--- src/rtl/clk_fm_tick_defs.vh ---
// Constants for the watchdog clock mux, FM control and periodic tick timer
`ifndef CLK_FM_TICK_DEFS_VH
`define CLK_FM_TICK_DEFS_VH

// ----------------------------------------------------------------------
// Register indices (byte address is four times the index)
// ----------------------------------------------------------------------
`define IDX_CLOCK_SELECT   8'h09
`define IDX_PLL_FM_CTRL    8'h0a
`define IDX_TICK_CTRL      8'h0b
`define IDX_OSC_STATUS     8'h10
`define IDX_INT_STATUS     8'h11
`define IDX_INT_MASK       8'h12
`define IDX_PROTECT        8'h13

// ----------------------------------------------------------------------
// Reset values
// ----------------------------------------------------------------------
`define RST_CLOCK_SELECT   8'h80
`define RST_PLL_FM_CTRL    8'h00
`define RST_TICK_CTRL      8'h00
`define RST_INT_MASK       2'h0
`define RST_PROTECT        1'b0

// ----------------------------------------------------------------------
// Clock select register fields
// ----------------------------------------------------------------------
`define CS_PLL_SEL         7
`define CS_PSEUDO_STOP     6
`define CS_WDOG_HI         4
`define CS_TICK_SEL        1
`define CS_WDOG_LO         0

// ----------------------------------------------------------------------
// PLL FM control fields
// ----------------------------------------------------------------------
`define FM_AMP_HI          5
`define FM_AMP_LO          4
`define FM_AMP_OFF         2'h0
`define FM_AMP_PM1         2'h1
`define FM_AMP_PM2         2'h2
`define FM_AMP_PM4         2'h3
`define FM_REF_DIV         16
`define FM_HALF_CNT        3'h7

// ----------------------------------------------------------------------
// Tick control fields
// ----------------------------------------------------------------------
`define TK_DEC             7
`define TK_PRE_HI          6
`define TK_PRE_LO          4
`define TK_MOD_HI          3
`define TK_MOD_LO          0
`define TK_BIN_SHIFT_BASE  5'h09
`define TK_PRE_OFF         3'h0

// ----------------------------------------------------------------------
// Interrupt status bits
// ----------------------------------------------------------------------
`define INT_TICK           0
`define INT_LOCK           1

`endif

--- src/rtl/fm_modulator.v ---
// Frequency modulation sequencer for the VCO clock
`timescale 1ns/100ps
`default_nettype none
`include "clk_fm_tick_defs.vh"

module fm_modulator (
   input  wire       core_clk,
   input  wire       rst_b,
   input  wire       refEdge,
   input  wire [1:0] fmAmp,
   output reg        fmEnable_q,
   output reg  [1:0] fmAmpOut_q,
   output reg        fmDir_q
);

   reg [2:0] refCnt_q;

   // ------------------------------------------------------------------
   // Triangle direction toggles every 8 reference edges
   // ------------------------------------------------------------------
   always @(posedge core_clk or negedge rst_b) begin
      if (!rst_b) begin
         refCnt_q   <= 3'h0;
         fmDir_q    <= 1'b0;
         fmEnable_q <= 1'b0;
         fmAmpOut_q <= `FM_AMP_OFF;
      end else begin
         fmEnable_q <= (fmAmp != `FM_AMP_OFF);
         fmAmpOut_q <= fmAmp;
         if (fmAmp == `FM_AMP_OFF) begin
            refCnt_q <= 3'h0;
            fmDir_q  <= 1'b0;
         end else if (refEdge) begin
            refCnt_q <= refCnt_q + 3'h1;
            if (refCnt_q == `FM_HALF_CNT) begin
               fmDir_q <= ~fmDir_q;
            end
         end
      end
   end

endmodule
`default_nettype wire

--- src/rtl/tick_divider.v ---
// Prescaler and modulus counter of the periodic tick timer
`timescale 1ns/100ps
`default_nettype none
`include "clk_fm_tick_defs.vh"

module tick_divider (
   input  wire       core_clk,
   input  wire       rst_b,
   input  wire       srcEdge,
   input  wire       run,
   input  wire       restart,
   input  wire [7:0] ctrl,
   output reg        tickEvent_q
);

   reg  [21:0] cnt_q;
   wire [21:0] ratio;
   wire        off;

   // ------------------------------------------------------------------
   // Divide ratio decode
   // ------------------------------------------------------------------
   function [21:0] divRatio;
      input [7:0] c;
      reg   [21:0] base;
      reg   [21:0] mult;
      begin
         base = 22'h0;
         mult = {18'h0, c[`TK_MOD_HI:`TK_MOD_LO]} + 22'h1;
         if (c[`TK_DEC]) begin
            case (c[`TK_PRE_HI:`TK_PRE_LO])
               3'h0:    base = 22'd1000;
               3'h1:    base = 22'd2000;
               3'h2:    base = 22'd5000;
               3'h3:    base = 22'd10000;
               3'h4:    base = 22'd20000;
               3'h5:    base = 22'd50000;
               3'h6:    base = 22'd100000;
               default: base = 22'd200000;
            endcase
         end else begin
            base = 22'h1 << ({2'h0, c[`TK_PRE_HI:`TK_PRE_LO]}
                             + `TK_BIN_SHIFT_BASE);
         end
         divRatio = base * mult;
      end
   endfunction

   assign ratio = divRatio(ctrl);
   assign off   = !ctrl[`TK_DEC] &&
                  (ctrl[`TK_PRE_HI:`TK_PRE_LO] == `TK_PRE_OFF);

   // ------------------------------------------------------------------
   // Counter
   // ------------------------------------------------------------------
   always @(posedge core_clk or negedge rst_b) begin
      if (!rst_b) begin
         cnt_q       <= 22'h0;
         tickEvent_q <= 1'b0;
      end else begin
         tickEvent_q <= 1'b0;
         if (restart || off) begin
            cnt_q <= 22'h0;
         end else if (run && srcEdge) begin
            if (cnt_q >= ratio - 22'h1) begin
               cnt_q       <= 22'h0;
               tickEvent_q <= 1'b1;
            end else begin
               cnt_q <= cnt_q + 22'h1;
            end
         end
      end
   end

endmodule
`default_nettype wire

--- src/rtl/clock_fm_and_periodic_tick_ctrl.v ---
// Watchdog clock mux, PLL FM control and periodic tick timer with AHB-Lite
//
// What this block does
// - Watchdog clock: 00 internal RC, 01 oscillator, 1x auxiliary RC.
// - PLL FM register written only when unprotected and PLL source selected.
// - Accepted PLL FM write clears PLL lock and oscillator-up flags.
// - FM modulates VCO at reference frequency divided by 16.
// - FM amplitude code: off, 1, 2, 4 percent.
// - Tick clock: internal RC when select 0, oscillator when 1.
// - In stop, tick runs only with pseudo stop and oscillator source.
// - Any tick control write starts a new time-out period.
// - Tick source select change restarts the time-out period.
// - Bit 7 picks binary or decimal prescaler family.
// - Binary prescale codes 001..111 give 2^10..2^16.
// - Modulus field plus one multiplies the prescaler into the ratio.
// - Binary prescale 000 turns the tick off; reset default.
// - Decimal prescale codes give 1,2,5,10,20,50,100,200 thousand.
// - Tick source select set only with oscillator up; cleared on loss.
//
// The AHB-Lite slave port is this design's own decision.
`timescale 1ns/100ps
`default_nettype none
`include "clk_fm_tick_defs.vh"

module clock_fm_and_periodic_tick_ctrl (
   input  wire        core_clk,
   input  wire        rst_b,
   input  wire        hsel,
   input  wire [31:0] haddr,
   input  wire [1:0]  htrans,
   input  wire        hwrite,
   input  wire [2:0]  hsize,
   input  wire [31:0] hwdata,
   input  wire        hready,
   output wire        hreadyout,
   output wire        hresp,
   output reg  [31:0] hrdata,
   input  wire        internalRcClock,
   input  wire        crystalOscClock,
   input  wire        auxRcClock,
   input  wire        pllRefClock,
   input  wire        stopMode,
   input  wire        oscUpSet,
   input  wire        oscLost,
   input  wire        pllLockSet,
   input  wire        pllUnlock,
   output reg         watchdogClock,
   output wire        fmEnable,
   output wire [1:0]  fmAmplitude,
   output wire        fmDirection,
   output wire        tickPulse,
   output wire        irq
);

   // ------------------------------------------------------------------
   // Registers and wires
   // ------------------------------------------------------------------
   reg  [7:0]  clkSel_q;
   reg  [7:0]  pllFm_q;
   reg  [7:0]  tickCtrl_q;
   reg         protect_q;
   reg         oscUp_q;
   reg         pllLock_q;
   reg  [1:0]  intStat_q;
   reg  [1:0]  intMask_q;
   reg         wrPend_q;
   reg  [7:0]  wrIdx_q;
   reg         prevTickSel_q;
   reg         prevIrc_q;
   reg         prevOsc_q;
   reg         prevRef_q;
   reg         lockSeen_q;
   wire        addrPhase;
   wire [7:0]  addrIdx;
   wire        wrClkSel;
   wire        wrPll;
   wire        pllAccept;
   wire        wrTick;
   wire        wrIntStat;
   wire        wrIntMask;
   wire        wrProtect;
   wire        tickSel;
   wire        tickSrcEdge;
   wire        tickRun;
   wire        tickRestart;
   wire        refEdge;
   wire        tickEvent;
   wire        lockEvent;
   reg  [7:0]  rdData;

   // ------------------------------------------------------------------
   // Helpers
   // ------------------------------------------------------------------
   function rise;
      input lvl;
      input prevLvl;
      begin
         rise = lvl && !prevLvl;
      end
   endfunction

   function inMap;
      input [31:0] a;
      begin
         inMap = (a[31:10] == 22'h0);
      end
   endfunction

   // ------------------------------------------------------------------
   // AHB-Lite slave, zero wait states, always OKAY
   // ------------------------------------------------------------------
   assign hreadyout = 1'b1;
   assign hresp     = 1'b0;
   assign addrPhase = hsel && htrans[1] && hready;
   assign addrIdx   = haddr[9:2];

   always @* begin
      rdData = 8'h00;
      if (inMap(haddr)) begin
         case (addrIdx)
            `IDX_CLOCK_SELECT: rdData = clkSel_q;
            `IDX_PLL_FM_CTRL:  rdData = {2'h0, pllFm_q[5:4], 4'h0};
            `IDX_TICK_CTRL:    rdData = tickCtrl_q;
            `IDX_OSC_STATUS:   rdData = {6'h0, pllLock_q, oscUp_q};
            `IDX_INT_STATUS:   rdData = {6'h0, intStat_q};
            `IDX_INT_MASK:     rdData = {6'h0, intMask_q};
            `IDX_PROTECT:      rdData = {7'h0, protect_q};
            default:           rdData = 8'h00;
         endcase
      end
   end

   always @(posedge core_clk or negedge rst_b) begin
      if (!rst_b) begin
         wrPend_q <= 1'b0;
         wrIdx_q  <= 8'h00;
         hrdata   <= 32'h0;
      end else begin
         wrPend_q <= addrPhase && hwrite && inMap(haddr);
         if (addrPhase) begin
            wrIdx_q <= addrIdx;
         end
         if (addrPhase && !hwrite) begin
            hrdata <= {24'h0, rdData};
         end
      end
   end

   assign wrClkSel  = wrPend_q && (wrIdx_q == `IDX_CLOCK_SELECT);
   assign wrPll     = wrPend_q && (wrIdx_q == `IDX_PLL_FM_CTRL);
   assign wrTick    = wrPend_q && (wrIdx_q == `IDX_TICK_CTRL);
   assign wrIntStat = wrPend_q && (wrIdx_q == `IDX_INT_STATUS);
   assign wrIntMask = wrPend_q && (wrIdx_q == `IDX_INT_MASK);
   assign wrProtect = wrPend_q && (wrIdx_q == `IDX_PROTECT);
   assign pllAccept = wrPll && !protect_q &&
                      clkSel_q[`CS_PLL_SEL];

   // ------------------------------------------------------------------
   // Control registers
   // ------------------------------------------------------------------
   always @(posedge core_clk or negedge rst_b) begin
      if (!rst_b) begin
         clkSel_q   <= `RST_CLOCK_SELECT;
         pllFm_q    <= `RST_PLL_FM_CTRL;
         tickCtrl_q <= `RST_TICK_CTRL;
         protect_q  <= `RST_PROTECT;
         intMask_q  <= `RST_INT_MASK;
      end else begin
         if (wrClkSel) begin
            clkSel_q[7:2]         <= hwdata[7:2];
            clkSel_q[`CS_TICK_SEL] <= hwdata[`CS_TICK_SEL] &&
                                      oscUp_q;
            clkSel_q[`CS_WDOG_LO]  <= hwdata[`CS_WDOG_LO] && oscUp_q;
         end
         if (!oscUp_q) begin
            clkSel_q[`CS_TICK_SEL] <= 1'b0;
            clkSel_q[`CS_WDOG_LO]  <= 1'b0;
         end
         if (pllAccept) begin
            pllFm_q <= {2'h0, hwdata[`FM_AMP_HI:`FM_AMP_LO],
                        4'h0};
         end
         if (wrTick) begin
            tickCtrl_q <= hwdata[7:0];
         end
         if (wrProtect) begin
            protect_q <= hwdata[0];
         end
         if (wrIntMask) begin
            intMask_q <= hwdata[1:0];
         end
      end
   end

   // ------------------------------------------------------------------
   // Oscillator-up and lock flags; hardware set wins over clear
   // ------------------------------------------------------------------
   always @(posedge core_clk or negedge rst_b) begin
      if (!rst_b) begin
         oscUp_q    <= 1'b0;
         pllLock_q  <= 1'b0;
         lockSeen_q <= 1'b0;
      end else begin
         if (oscUpSet) begin
            oscUp_q <= 1'b1;
         end else if (pllAccept || oscLost) begin
            oscUp_q <= 1'b0;
         end
         if (pllLockSet) begin
            pllLock_q <= 1'b1;
         end else if (pllAccept || pllUnlock) begin
            pllLock_q <= 1'b0;
         end
         lockSeen_q <= pllLock_q;
      end
   end

   // ------------------------------------------------------------------
   // Source clock edge detection
   // ------------------------------------------------------------------
   always @(posedge core_clk or negedge rst_b) begin
      if (!rst_b) begin
         prevIrc_q     <= 1'b0;
         prevOsc_q     <= 1'b0;
         prevRef_q     <= 1'b0;
         prevTickSel_q <= 1'b0;
      end else begin
         prevIrc_q     <= internalRcClock;
         prevOsc_q     <= crystalOscClock;
         prevRef_q     <= pllRefClock;
         prevTickSel_q <= tickSel;
      end
   end

   assign tickSel     = clkSel_q[`CS_TICK_SEL];
   assign tickSrcEdge = tickSel ? rise(crystalOscClock, prevOsc_q)
                                : rise(internalRcClock, prevIrc_q);
   assign tickRun     = !stopMode ||
                        (clkSel_q[`CS_PSEUDO_STOP] && tickSel);
   assign tickRestart = wrTick ||
                        (tickSel != prevTickSel_q);
   assign refEdge     = rise(pllRefClock, prevRef_q);

   // ------------------------------------------------------------------
   // Watchdog clock multiplexer
   // ------------------------------------------------------------------
   always @(posedge core_clk or negedge rst_b) begin
      if (!rst_b) begin
         watchdogClock <= 1'b0;
      end else if (clkSel_q[`CS_WDOG_HI]) begin
         watchdogClock <= auxRcClock;
      end else if (clkSel_q[`CS_WDOG_LO]) begin
         watchdogClock <= crystalOscClock;
      end else begin
         watchdogClock <= internalRcClock;
      end
   end

   // ------------------------------------------------------------------
   // Submodules
   // ------------------------------------------------------------------
   fm_modulator uFm (
      .core_clk   (core_clk),
      .rst_b      (rst_b),
      .refEdge    (refEdge),
      .fmAmp      (pllFm_q[`FM_AMP_HI:`FM_AMP_LO]),
      .fmEnable_q (fmEnable),
      .fmAmpOut_q (fmAmplitude),
      .fmDir_q    (fmDirection)
   );

   tick_divider uTick (
      .core_clk    (core_clk),
      .rst_b       (rst_b),
      .srcEdge     (tickSrcEdge),
      .run         (tickRun),
      .restart     (tickRestart),
      .ctrl        (tickCtrl_q),
      .tickEvent_q (tickEvent)
   );

   assign tickPulse = tickEvent;
   assign lockEvent = rise(pllLock_q, lockSeen_q);

   // ------------------------------------------------------------------
   // Interrupt status, write one to clear, set wins
   // ------------------------------------------------------------------
   always @(posedge core_clk or negedge rst_b) begin
      if (!rst_b) begin
         intStat_q <= 2'h0;
      end else begin
         if (tickEvent) begin
            intStat_q[`INT_TICK] <= 1'b1;
         end else if (wrIntStat && hwdata[`INT_TICK]) begin
            intStat_q[`INT_TICK] <= 1'b0;
         end
         if (lockEvent) begin
            intStat_q[`INT_LOCK] <= 1'b1;
         end else if (wrIntStat && hwdata[`INT_LOCK]) begin
            intStat_q[`INT_LOCK] <= 1'b0;
         end
      end
   end

   assign irq = |(intStat_q & intMask_q);

endmodule
`default_nettype wire

--- config.mk ---
export PLATFORM = sky130hd
export DESIGN_NAME = clock_fm_and_periodic_tick_ctrl
export DESIGN_NICKNAME = d
export VERILOG_FILES = /design/src/rtl/fm_modulator.v /design/src/rtl/tick_divider.v /design/src/rtl/clock_fm_and_periodic_tick_ctrl.v
export VERILOG_INCLUDE_DIRS = /design/src /design/src/rtl
export SDC_FILE = /design/constraint.sdc
export NUM_CORES = 1
export LEC_CHECK = 0
export ABC_AREA = 1
export BUFFER_PORTS_ARGS = -buffer_cell sky130_fd_sc_hd__clkbuf_2
export CAP_MARGIN = 20
export CORE_MARGIN = 2
export CORE_UTILIZATION = 50
export DETAILED_ROUTE_END_ITERATION = 6
export GPL_TIMING_DRIVEN = 0
export PLACE_DENSITY = 0.7
export SLEW_MARGIN = 20
export SYNTH_ARGS = -nofsm -noshare
export SYNTH_HDL_FRONTEND = slang
export SYNTH_SLANG_ARGS = --single-unit
export TNS_END_PERCENT = 20
--- constraint.sdc ---
create_clock -name core_clk -period 5.58 [get_ports core_clk]
set_input_delay 1.116 -clock core_clk [delete_from_list [all_inputs] [get_ports core_clk]]
set_output_delay 1.116 -clock core_clk [all_outputs]
set_load 0.01 [all_outputs]
-- Yosys cells after proc, flatten, opt, wreduce, memory -nomap -nowiden
Cells that the tools add are included.
Widths: inputs -> output; s select.
- logic and storage cells: 135
- input bits: 83
- register bits: 78
- output and inout port bits: 41
- muxes and demuxes: 28
- order comparisons: 1
- shift-type cells: 1
- multiply operators: 1
- $add $sub $neg: 5
- reductions and logical operators: 50
- equal/unequal tests: 22
- bitwise logic cells: 2
- operator list (cell ; number):
    $pmux 18 s7 ; 1
    $mux 22 ; 4
    $eq 8x5->1 const B ; 7
    $pmux 8 s7 ; 1
    $eq 8x4->1 const B ; 6
    $logic_and 1x1->1 ; 24
    $add 22x1->22 const B ; 1
    $ge 22x22->1 ; 1
    $logic_not 22->1 ; 1
    $mul 22x22->22 ; 1
    $shl 1x5->22 const A ; 1
    $sub 22x1->22 const B ; 1
    $mux 1 ; 17
    $reduce_bool 2->1 ; 8
    $eq 3x3->1 const B ; 4
    $logic_not 1->1 ; 8
    $mux 8 ; 1
    $eq 3x2->1 const B ; 2
    $mux 3 ; 2
    $add 3x4->5 const B ; 1
    $add 4x1->5 const B ; 1
    $logic_or 1x1->1 ; 5
    $mux 2 ; 2
    $add 3x1->3 const B ; 1
    9 further kinds ; 9

-- Longest topological paths before layout
Gate-level depths: netlist of run 1.
- depth after elaboration: 9
- mapped depth: 33
- gate-level depth less buffers: 33

-- Hierarchy
From an unflattened synthesis of run 1, not the netlist that was laid out.
- cells, all modules: 1156
- area, all modules: 8326.7 µm²
- modules (own cells, without submodules) (module ; area an instance (µm²) ; instances ; cells each ; seq. area each (µm²)):
    tick_divider ; 5475.3 ; 1 ; 812 ; 575.6
    clock_fm_and_periodic_tick_ctrl ; 2575.0 ; 1 ; 316 ; 1202.4
    fm_modulator ; 276.5 ; 1 ; 28 ; 175.2

-- Worst setup path before layout of run 1
No wires, ideal clock.
- path kind: reg-to-reg
- start point: register tickCtrl_q[0]
- end point: register uTick.cnt_q[10]
- cell stages (with the launch flop): 31
- period minus slack after synthesis: 5.080 ns
- path buffers: 1
- library setup time: 0.122 ns
- arrival time: 4.958 ns
- setup slack: 0.500 ns
- required time: 5.458 ns
- cells stage by stage: dfrtp_1 -> ha_1 -> xor2_1 -> inv_1 -> clkbuf_1 -> nor2_1 -> fa_1 -> fa_1 -> inv_1 -> fa_1 -> inv_1 -> ha_1 -> nand2_1 -> inv_1 -> nand2_1 -> nor3_1 -> nand2_1 -> nand3_1 -> nand2_1 -> nand2_1 -> inv_1 -> ha_1 -> nand2_1 -> nor2_1 -> nand2_1 -> nor2_1 -> o21ai_0 -> nand3_2 -> nand2_1 -> nand2_2 -> nor2_1
- word-level cells in the longest chain between the ends: 7
- ends and longest elaborated chain (element ; RTL line ; RTL):
    start: declaration ; clock_fm_and_periodic_tick_ctrl.v:60 ; reg [7:0] tickCtrl_q;
    start signal: assignment ; clock_fm_and_periodic_tick_ctrl.v:165 ; tickCtrl_q <= `RST_TICK_CTRL;
    start signal: assignment ; clock_fm_and_periodic_tick_ctrl.v:184 ; tickCtrl_q <= hwdata[7:0];
    $add 4x1->5 ; tick_divider.v:29 ; mult = {18'h0, c[`TK_MOD_HI:`TK_MOD_LO]} + 22'h1;
    $mul 22x22->22 ; tick_divider.v:45 ; divRatio = base * mult;
    $sub 22x1->22 ; tick_divider.v:65 ; if (cnt_q >= ratio - 22'h1) begin
    $ge 22x22->1 ; tick_divider.v:65 ;
    $mux 22 ; tick_divider.v:65 ;
    $mux 22 ; tick_divider.v:64 ; end else if (run && srcEdge) begin
    $mux 22 ; tick_divider.v:62 ; if (restart || off) begin
    end signal: assignment ; tick_divider.v:69 ; cnt_q <= cnt_q + 22'h1;
    end: declaration ; tick_divider.v:16 ; reg [21:0] cnt_q;
No other way between the ends. The select of a mux whose other input is x is not followed.
A chain may end at the register's enable or synchronous reset.

-- Final worst setup path of run 1
- start point: register tickCtrl_q[4]
- end point: register uTick.cnt_q[12]
- word-level cells in the longest chain between the ends: 9
- elaborated cells between the ends (all ways): 20
- classes of those cells: add/sub: 2; mul: 1; order compare: 1; eq/ne: 6; shift: 1; mux: 5; reduce/logical: 4
- ends and longest elaborated chain (element ; RTL line ; RTL):
    $add 3x4->5 (no source line), or another cell as far along ; -- ;
    $shl 1x5->22 or $pmux 18 s7 (tied branches) ; tick_divider.v:42, tick_divider.v:31 ;
    $mux 22 ; tick_divider.v:30 ; if (c[`TK_DEC]) begin
    $mul 22x22->22 ; tick_divider.v:45 ;
    $sub 22x1->22 ; tick_divider.v:65 ;
    $ge 22x22->1 ; tick_divider.v:65 ;
    $mux 22 ; tick_divider.v:65 ;
    $mux 22 ; tick_divider.v:64 ;
    $mux 22 ; tick_divider.v:62 ;
Several ways; a longest one is shown, not always the timed one. The select of a mux whose other input is x is not followed.

==> insert_results.sql, run 1 <==
INSERT INTO impl_metrics (metric_group, metric, value, unit) VALUES
('placed_design', 'gp_routability_congestion', '0.9226', ''),
('synthesis', 'netlist_instances', '1139', ''),
('cells_and_area', 'final_cell_area', '0.01000', 'mm^2'),
('drt', 'route.vias.total', '7516', ''),
('hold_path', 'worst_hold_path.endpoint', 'intStat_q[1]', ''),
('floorplanning', 'die_x', '132.1', 'um'),
('placed_design', 'placed_cells_incl_taps', '1470', ''),
('floorplanning', 'floorplan.rows', '46', ''),
('worst_setup_path', 'regToRegStartpoint', 'tickCtrl_q[4]', ''),
('synthesis', 'synthFlopType', 'sky130_fd_sc_hd__dfrtp_1', ''),
('synthesis', 'synth_enable_flop_cells', '0', ''),
('clock_network', 'clockBufferDepth', '2', ''),
('timing', 'fin_skew', '0.008698', 'ns'),
('synthesis', 'synth.yosys.warnings', '0', ''),
('placed_design', 'dpl_cell_area', '0.009014', 'mm^2'),
('drt', 'drt_iter0_drc', '507', ''),
('cells_and_area', 'syn2layout_area_growth', '21.95', '%'),
('run_status', 'status', 'finished clean', ''),
('clock_network', 'cts_sinks', '78', ''),
('pwr', 'power_density', '174.0', 'mW/mm^2'),
('synthesis', 'async_reset_ff_share', '100.0', '%'),
('hold_path', 'min_path_cells', '1', ''),
('worst_setup_path', 'worst-r2r-setup-slack', '0.25', 'ns'),
('clock_network', 'cts-root-buf', 'sky130_fd_sc_hd__clkbuf_16', ''),
('timing', 'setup_violations', '0', ''),
('cells_and_area', 'layout_cell_share_with_drive_strength_beyond_1', '20.28', '%'),
('worst_setup_path', 'reg2reg_depth', '25', ''),
('synthesis', 'netlist_area', '0.008202', 'mm^2'),
('cells_and_area', 'commonest_non_fill_non_tap_cell_in_the_layout', 'sky130_fd_sc_hd__nand2_1', ''),
('cells_and_area', 'diodes', '0', ''),
('grt', 'grt_usage', '23.53', '%'),
('clock_network', 'h_tree_depth_reported_by_cts', '3', ''),
('placed_design', 'detailedPlace.worstSlack', '-0.4790', 'ns'),
('cells_and_area', 'most-common-layout-cells', '275 x sky130_fd_sc_hd__nand2_1, 209 x sky130_fd_sc_hd__inv_1, 114 x sky130_fd_sc_hd__nor2_1, 72 x sky130_fd_sc_hd__dfrtp_1, 66 x sky130_fd_sc_hd__clkbuf_2', ''),
('timing', 'max_slew_margin', '63.24', '%'),
('worst_setup_path', 'critPathMaxFanout', '6', ''),
('pwr', 'power', '1.741', 'mW'),
('pwr', 'worst_ir_drop_vdd', '0.0002363', 'V'),
('synthesis', 'ys_seq_elements', '78', ''),
('floorplanning', 'initial_utilization', '51.44', '%'),
('worst_setup_path', 'crit-reg2reg-capture', 'uTick.cnt_q[12]', ''),
('worst_setup_path', 'arrival', '5.60', 'ns'),
('floorplanning', 'core_area', '0.01594', 'mm^2'),
('timing', 'totalNegativeSetupSlack', '0', 'ns'),
('synthesis', 'synth_sequential_area_ratio', '23.81', '%'),
('drt', 'finalWirelength', '20.21', 'mm'),
('floorplanning', 'die_y', '132.1', 'um'),
('timing', 'worst_slew_pin_slew', '0.5515', 'ns'),
('worst_setup_path', 'crit_required', '5.85', 'ns'),
('drt', 'detailed_router_iteration_count_before_antenna_repair', '5', ''),
('cells_and_area', 'nets', '1503', ''),
('cells_and_area', 'layout.area.seq', '0.001959', 'mm^2'),
('floorplanning', 'design.portCount', '124', ''),
('grt', 'grt_antenna_before_repair', '0', ''),
('timing', 'setup_slack', '0.2494', 'ns'),
('worst_setup_path', 'timing_worst_setup_path_type', 'register to register', ''),
('grt', 'global_route_wire_length_before_repair', '33.88', 'mm'),
('cells_and_area', 'post_layout_nonfiller_instances', '1518', ''),
('placed_design', 'place.port_buffers', '67', ''),
('clock_network', 'numCtsBuffers', '9', ''),
('floorplanning', 'design.die.area', '0.01744', 'mm^2'),
('grt', 'grt-ovfl-total', '0', ''),
('timing', 'share_of_the_clock_period_used_by_the_worst_path_after_layout', '95.53', '%'),
('timing', 'grt_setup_unrepaired', 'yes', ''),
('cells_and_area', 'multiInputGateArea', '0.005739', 'mm^2'),
('drt', 'drc', '0', ''),
('timing', 'whs', '0.4226', 'ns'),
('clock_network', 'clkTransAtPathRegs', '0.06', 'ns'),
('grt', 'grt_start_max_net_pins', '54', ''),
('drt', 'route.antenna.remaining_nets', '0', ''),
('hold_path', 'startpoint_of_the_most_critical_hold_path', 'lockSeen_q', '');
cells in the mapped netlist (2+ instances only):
cell                         n  area, um^2
sky130_fd_sc_hd__o21a_1      2       15.01
sky130_fd_sc_hd__a211oi_1    2       15.01
sky130_fd_sc_hd__inv_2       6       22.52
sky130_fd_sc_hd__o22ai_1     4       25.02
sky130_fd_sc_hd__dfrtp_1    77        1927
sky130_fd_sc_hd__inv_1     219       822.0
sky130_fd_sc_hd__o21bai_1    3       22.52
sky130_fd_sc_hd__nand4_1    20       125.1
sky130_fd_sc_hd__xnor2_1    11       96.34
sky130_fd_sc_hd__xor2_1     16       140.1
sky130_fd_sc_hd__nor3_2      2       20.02
sky130_fd_sc_hd__nor2_1    131       491.7
sky130_fd_sc_hd__a21oi_1    30       150.1
sky130_fd_sc_hd__nor2_4      2       22.52
sky130_fd_sc_hd__clkbuf_1    7       26.28
sky130_fd_sc_hd__fa_1       56        1121
sky130_fd_sc_hd__buf_4      26       195.2
sky130_fd_sc_hd__or2_1       3       18.77
sky130_fd_sc_hd__nor3_1     12       60.06
sky130_fd_sc_hd__o211ai_1    2       15.01
sky130_fd_sc_hd__nand2_2     6       37.54
sky130_fd_sc_hd__nand3_2     6       60.06
sky130_fd_sc_hd__nand2_1   283        1062
sky130_fd_sc_hd__o21ai_0    57       285.3
sky130_fd_sc_hd__a31oi_1     3       18.77
sky130_fd_sc_hd__nand3b_1    4       30.03
sky130_fd_sc_hd__nor3_4      2       32.53
sky130_fd_sc_hd__nand3_1    48       240.2
sky130_fd_sc_hd__o21ai_2     2       17.52
sky130_fd_sc_hd__conb_1      2       7.510
sky130_fd_sc_hd__ha_1       67       838.3
sky130_fd_sc_hd__nor2_2      4       25.02
sky130_fd_sc_hd__a21o_1      6       45.04
sky130_fd_sc_hd__a21boi_0    2       15.01
kinds of logic after synthesis:
family | after synthesis | synth area share [%]
AOI/OAI and AO/OA | 119 | 8.222
other | 2 | 0.09157
DFF | 78 | 23.81
buffers and inverters | 261 | 13.29
and+or+nand+nor | 529 | 27.81
adders and majority gates | 123 | 23.89
xor gates and xnor gates | 27 | 2.883
power by group:
part	switching (mW)	internal, mW	total, mW	leakage, nW
clock network	0.249	0.352	0.601	0.140
logic	0.289	0.208	0.496	4.46
registers	0.0410	0.602	0.643	0.918
per-layer routing:
metal | up-vias | global-route usage, % | wire (um)
met5 | - | 0 | 0
met1 | 3532 | 32.99 | 9248
li1 | 3772 | - | -
met3 | 25 | 2.807 | 981
met2 | 187 | 38.72 | 9730
met4 | 0 | 6.401 | 250
repair_timing:
item                       4_1_cts  5_1_grt
setup endpoints to repair       23       23
pin swaps                        1       26
hold buffers                     0        0
setup buffers                    4       27
cloned                           0        1
resized for setup               25      100
critical path, stage by stage (launching register included):
cell                       delay, ns
sky130_fd_sc_hd__dfrtp_2        0.46
sky130_fd_sc_hd__buf_4          0.16
sky130_fd_sc_hd__nand2_2        0.13
sky130_fd_sc_hd__a211oi_4       0.36
sky130_fd_sc_hd__inv_2          0.11
sky130_fd_sc_hd__nor2_1         0.13
sky130_fd_sc_hd__fa_1           0.46
sky130_fd_sc_hd__fa_1           0.58
sky130_fd_sc_hd__fa_1           0.44
sky130_fd_sc_hd__ha_2           0.40
sky130_fd_sc_hd__nand2_1        0.08
sky130_fd_sc_hd__o21ai_0        0.30
sky130_fd_sc_hd__a21oi_1        0.14
sky130_fd_sc_hd__nand3_1        0.09
sky130_fd_sc_hd__nand2_1        0.05
sky130_fd_sc_hd__nand2_1        0.06
sky130_fd_sc_hd__inv_1          0.04
sky130_fd_sc_hd__ha_1           0.28
sky130_fd_sc_hd__nand2_1        0.10
sky130_fd_sc_hd__nor2_2         0.05
sky130_fd_sc_hd__a21boi_0       0.11
sky130_fd_sc_hd__nor2_1         0.21
sky130_fd_sc_hd__nand3_4        0.17
sky130_fd_sc_hd__nand2_4        0.14
sky130_fd_sc_hd__nand2_4        0.09
sky130_fd_sc_hd__nor2_1         0.12
area by class of cell:
type / count / share of cell area [%]
plain buffers: 36 / 2.677
clock buffers: 9 / 2.252
clock inverters: 7 / 0.8131
inverters: 225 / 8.531
multi-input cells: 848 / 57.38
flip-flops and latches: 78 / 19.59
well taps: 216 / 2.702
repair buffers: 99 / 6.055
worst max path at each step:
stage	to	slack, ns	cells after the start
floorplan	uTick.cnt_q[10]	0.50	30
global placement	uTick.cnt_q[3]	-0.46	26
detailed placement	uTick.cnt_q[12]	-0.48	26
CTS	uTick.cnt_q[12]	0.007	28
global route	uTick.cnt_q[19]	-0.11	26
finish	uTick.cnt_q[12]	0.25	25
state kept, by name, summed over array words and instances, names as in the netlist, 2 cells and up:
name and cells:
clkSel_q 8, hrdata 8, intMask_q 2, intStat_q 2, pllFm_q 2, tickCtrl_q 8, uFm.fmAmpOut_q 2, uFm.refCnt_q 3
uTick.cnt_q 22, wrIdx_q 8
(Power assumes the default switching activity.)
==> run 2: changes to the inputs <==
--- a/config.mk
+++ b/config.mk
@@ -9,11 +9,11 @@
 export ABC_AREA = 1
 export BUFFER_PORTS_ARGS = -buffer_cell sky130_fd_sc_hd__clkbuf_2
 export CAP_MARGIN = 20
-export CORE_MARGIN = 2
-export CORE_UTILIZATION = 50
+export CORE_UTILIZATION = 40
 export DETAILED_ROUTE_END_ITERATION = 6
 export GPL_TIMING_DRIVEN = 0
-export PLACE_DENSITY = 0.7
+export HOLD_SLACK_MARGIN = 0.05
+export PLACE_DENSITY = 0.58
 export SLEW_MARGIN = 20
 export SYNTH_ARGS = -nofsm -noshare
 export SYNTH_HDL_FRONTEND = slang
==> run 2 against run 1 <==
Compared with the run above: register-to-register slack improved by 0.05 ns; global-route usage fell by 3.7 points; hold slack improved by 0.0066 ns; fmax rose by 0.91%; clock-buffer cell count did not move; die area rose by 21%; combinational power fell by 4.2%; final cell count rose by 3.3%; largest cell class unchanged.
==> insert_results.sql, run 2 (synthesized netlist as in run 1, its figures left out) <==
INSERT INTO impl_metrics (metric_group, metric, value, unit) VALUES
('run_status', 'status', 'finished clean', ''),
('drt', 'wl_per_cell', '12.90', 'um'),
('worst_setup_path', 'reg2reg_depth', '27', ''),
('cells_and_area', 'syn2layout_area_growth', '23.60', '%'),
('floorplanning', 'core_area', '0.02017', 'mm^2'),
('grt', 'grt_start_max_net_pins', '51', ''),
('clock_network', 'tritoncts', 'done', ''),
('worst_setup_path', 'arrival', '5.55', 'ns'),
('floorplanning', 'floorplan.rows', '52', ''),
('worst_setup_path', 'crit_required', '5.84', 'ns'),
('worst_setup_path', 'critical-path-slowest-cell', 'sky130_fd_sc_hd__dfrtp_2', ''),
('clock_network', 'cts_sinks', '78', ''),
('timing', 'setup_violations', '0', ''),
('clock_network', 'clockBufferDepth', '2', ''),
('timing', 'hold_viol', '0', ''),
('cells_and_area', 'fin_util', '50.26', '%'),
('clock_network', 'clock_insertion_delay_worst_skew', '0.34', 'ns'),
('timing', 'final.min_clock_period', '5.283', 'ns'),
('cells_and_area', 'multiInputGateArea', '0.005812', 'mm^2'),
('placed_design', 'detailed_place_hpwl', '16.11', 'mm'),
('grt', 'grt-ovfl-total', '0', ''),
('worst_setup_path', 'worst-r2r-setup-slack', '0.30', 'ns'),
('cells_and_area', 'layout.area.seq', '0.001959', 'mm^2'),
('timing', 'final-max-slew-violation-count', '0', ''),
('cells_and_area', 'diodes', '0', ''),
('cells_and_area', 'nets', '1499', ''),
('placed_design', 'gp_routability_congestion', '0.9033', ''),
('cells_and_area', 'most-common-layout-cells', '274 x sky130_fd_sc_hd__nand2_1, 211 x sky130_fd_sc_hd__inv_1, 113 x sky130_fd_sc_hd__nor2_1, 72 x sky130_fd_sc_hd__dfrtp_1, 66 x sky130_fd_sc_hd__clkbuf_2', ''),
('run', 'drv_cap', '0', ''),
('timing', 'share_of_the_clock_period_used_by_the_worst_path_after_layout', '94.67', '%'),
('clock_network', 'clkTransAtPathRegs', '0.06', 'ns'),
('grt', 'grt_antenna_before_repair', '0', ''),
('pwr', 'power.leakage', '5.526', 'nW'),
('hold_path', 'worst_hold_path_type', 'register to register', ''),
('clock_network', 'numCtsBuffers', '9', ''),
('worst_setup_path', 'crit_path_start', 'tickCtrl_q[6]', ''),
('drt', 'post_drt_via_cell_ratio', '4.671', ''),
('pwr', 'power_density', '174.5', 'mW/mm^2'),
('drt', 'route.vias.total', '7324', ''),
('floorplanning', 'initial_utilization', '40.66', '%'),
('worst_setup_path', 'endpoint_kind', 'register', ''),
('drt', 'finalWirelength', '20.23', 'mm'),
('cells_and_area', 'layout.filler_cells', '2055', ''),
('grt', 'grt_usage', '19.86', '%'),
('drt', 'route.antenna.remaining_nets', '0', ''),
('worst_setup_path', 'path_common_cell', 'sky130_fd_sc_hd__nand2_1', ''),
('clock_network', 'h_tree_depth_reported_by_cts', '3', ''),
('cells_and_area', 'largest_register_ffs', '22', ''),
('hold_path', 'worst_hold_path.endpoint', 'intStat_q[1]', ''),
('placed_design', 'dpl_cell_area', '0.009081', 'mm^2'),
('drt', 'detailed_router_iteration_count_before_antenna_repair', '5', ''),
('timing', 'totalNegativeSetupSlack', '0', 'ns'),
('pwr', 'worst_ir_drop_vdd', '0.0002132', 'V'),
('hold_path', 'min_path_cells', '1', ''),
('worst_setup_path', 'crit-reg2reg-capture', 'uTick.cnt_q[12]', ''),
('timing', 'fin_skew', '0.01080', 'ns'),
('worst_setup_path', 'start_kind', 'register', ''),
('grt', 'via_count_of_the_first_global_routing_pass', '7133', ''),
('timing', 'max_freq', '189.3', 'MHz'),
('clock_network', 'cts-root-buf', 'sky130_fd_sc_hd__clkbuf_16', ''),
('drt', 'drt_iter0_drc', '389', ''),
('floorplanning', 'die_x', '145.2', 'um'),
('timing', 'worst_slew_pin_slew', '0.5798', 'ns'),
('hold_path', 'startpoint_of_the_most_critical_hold_path', 'lockSeen_q', ''),
('cells_and_area', 'commonest_non_fill_non_tap_cell_in_the_layout', 'sky130_fd_sc_hd__nand2_1', ''),
('floorplanning', 'die_y', '145.2', 'um'),
('worst_setup_path', 'regToRegStartpoint', 'tickCtrl_q[6]', ''),
('cells_and_area', 'regMostFlops', 'uTick.cnt_q', ''),
('drt', 'drc', '0', ''),
('cells_and_area', 'layout_cell_share_with_drive_strength_beyond_1', '20.03', '%'),
('placed_design', 'place.port_buffers', '67', ''),
('timing', 'max_slew_margin', '61.34', '%'),
('worst_setup_path', 'timing_worst_setup_path_type', 'register to register', ''),
('floorplanning', 'design.die.area', '0.02108', 'mm^2'),
('grt', 'global_route_wire_length_before_repair', '33.97', 'mm'),
('worst_setup_path', 'crit_path_max_incr_delay', '0.54', 'ns'),
('worst_setup_path', 'critPathMaxFanout', '8', ''),
('cells_and_area', 'final_cell_area', '0.01014', 'mm^2'),
('floorplanning', 'design.portCount', '124', '');
[run 2: cell count changes in the layout (fill, tap and decap cells not counted), moves of 3 or more]
cell                         before  now
sky130_fd_sc_hd__ha_4             6   12
sky130_fd_sc_hd__ha_2             8    4
sky130_fd_sc_hd__clkinv_4         1    4
sky130_fd_sc_hd__clkinvlp_4       4    1
sky130_fd_sc_hd__inv_2           13   10
[run 2: worst max-delay path by stage]
| stage | to | slack [ns] | cells past startpoint |
|---|---|---|---|
| 2_1_floorplan | uTick.cnt_q[10] | 0.50 | 30 |
| 3_3_place_gp | uTick.cnt_q[11] | -0.60 | 26 |
| 3_5_place_dp | uTick.cnt_q[12] | -0.64 | 26 |
| 4_1_cts | uTick.cnt_q[12] | 0.004 | 33 |
| 5_1_grt | uTick.cnt_q[18] | -0.05 | 31 |
| 6_report | uTick.cnt_q[12] | 0.30 | 27 |
[run 2: layer usage]
layer | global-route usage, % | share of wire [%]
met5 | 0 | 0
met4 | 4.737 | 1.1
met3 | 1.824 | 2.6
met2 | 32.86 | 47
met1 | 27.99 | 50
[run 2: where the power goes]
group / internal (mW) / switching (mW)
Combinational: 0.195 / 0.280
Sequential: 0.602 / 0.0413
Clock: 0.399 / 0.252
Total: 1.20 / 0.573
[run 2: through the flow]
step	setup slack [ns]	total power [mW]	cells	hold WS (ns)
floorplan	0.4998	0.9758	1186	0.3746
global placement	-0.6000	1.084	1523	0.4070
detailed placement	-0.6371	1.093	1524	0.4158
CTS	0.003537	1.748	1545	0.4283
global route	-0.04587	1.890	1568	0.4425
finish	0.2975	1.769	1568	0.4292
[run 2: worst max-delay path: cells and delay by family (launching register included)]
family / cells / cell delay (ns)
fa+ha+maj: 6 / 2.44
simple gates: 13 / 1.31
flops: 1 / 0.54
buf+inv: 4 / 0.43
xor+xnor: 1 / 0.24
compound gates: 3 / 0.23
[run 2: area by class of cell]
cell class                 count  share of cell area, %
multi-input combinational    848                  57.33
sequential                    78                  19.33
inverter                     225                  8.467
timing repair buffer          95                  5.641
tap                          270                  3.333
buffer                        36                  2.629
clock buffer                   9                  2.222
clock inverter                 7                  1.049
[run 2: timing repair]
action                                  in CTS  in global routing
buffers inserted                             5                 22
cloned                                       0                  1
hold buffers                                 0                  0
pin swaps                                    2                 19
gates resized for setup                     34                100
endpoints found under the setup margin      23                 23
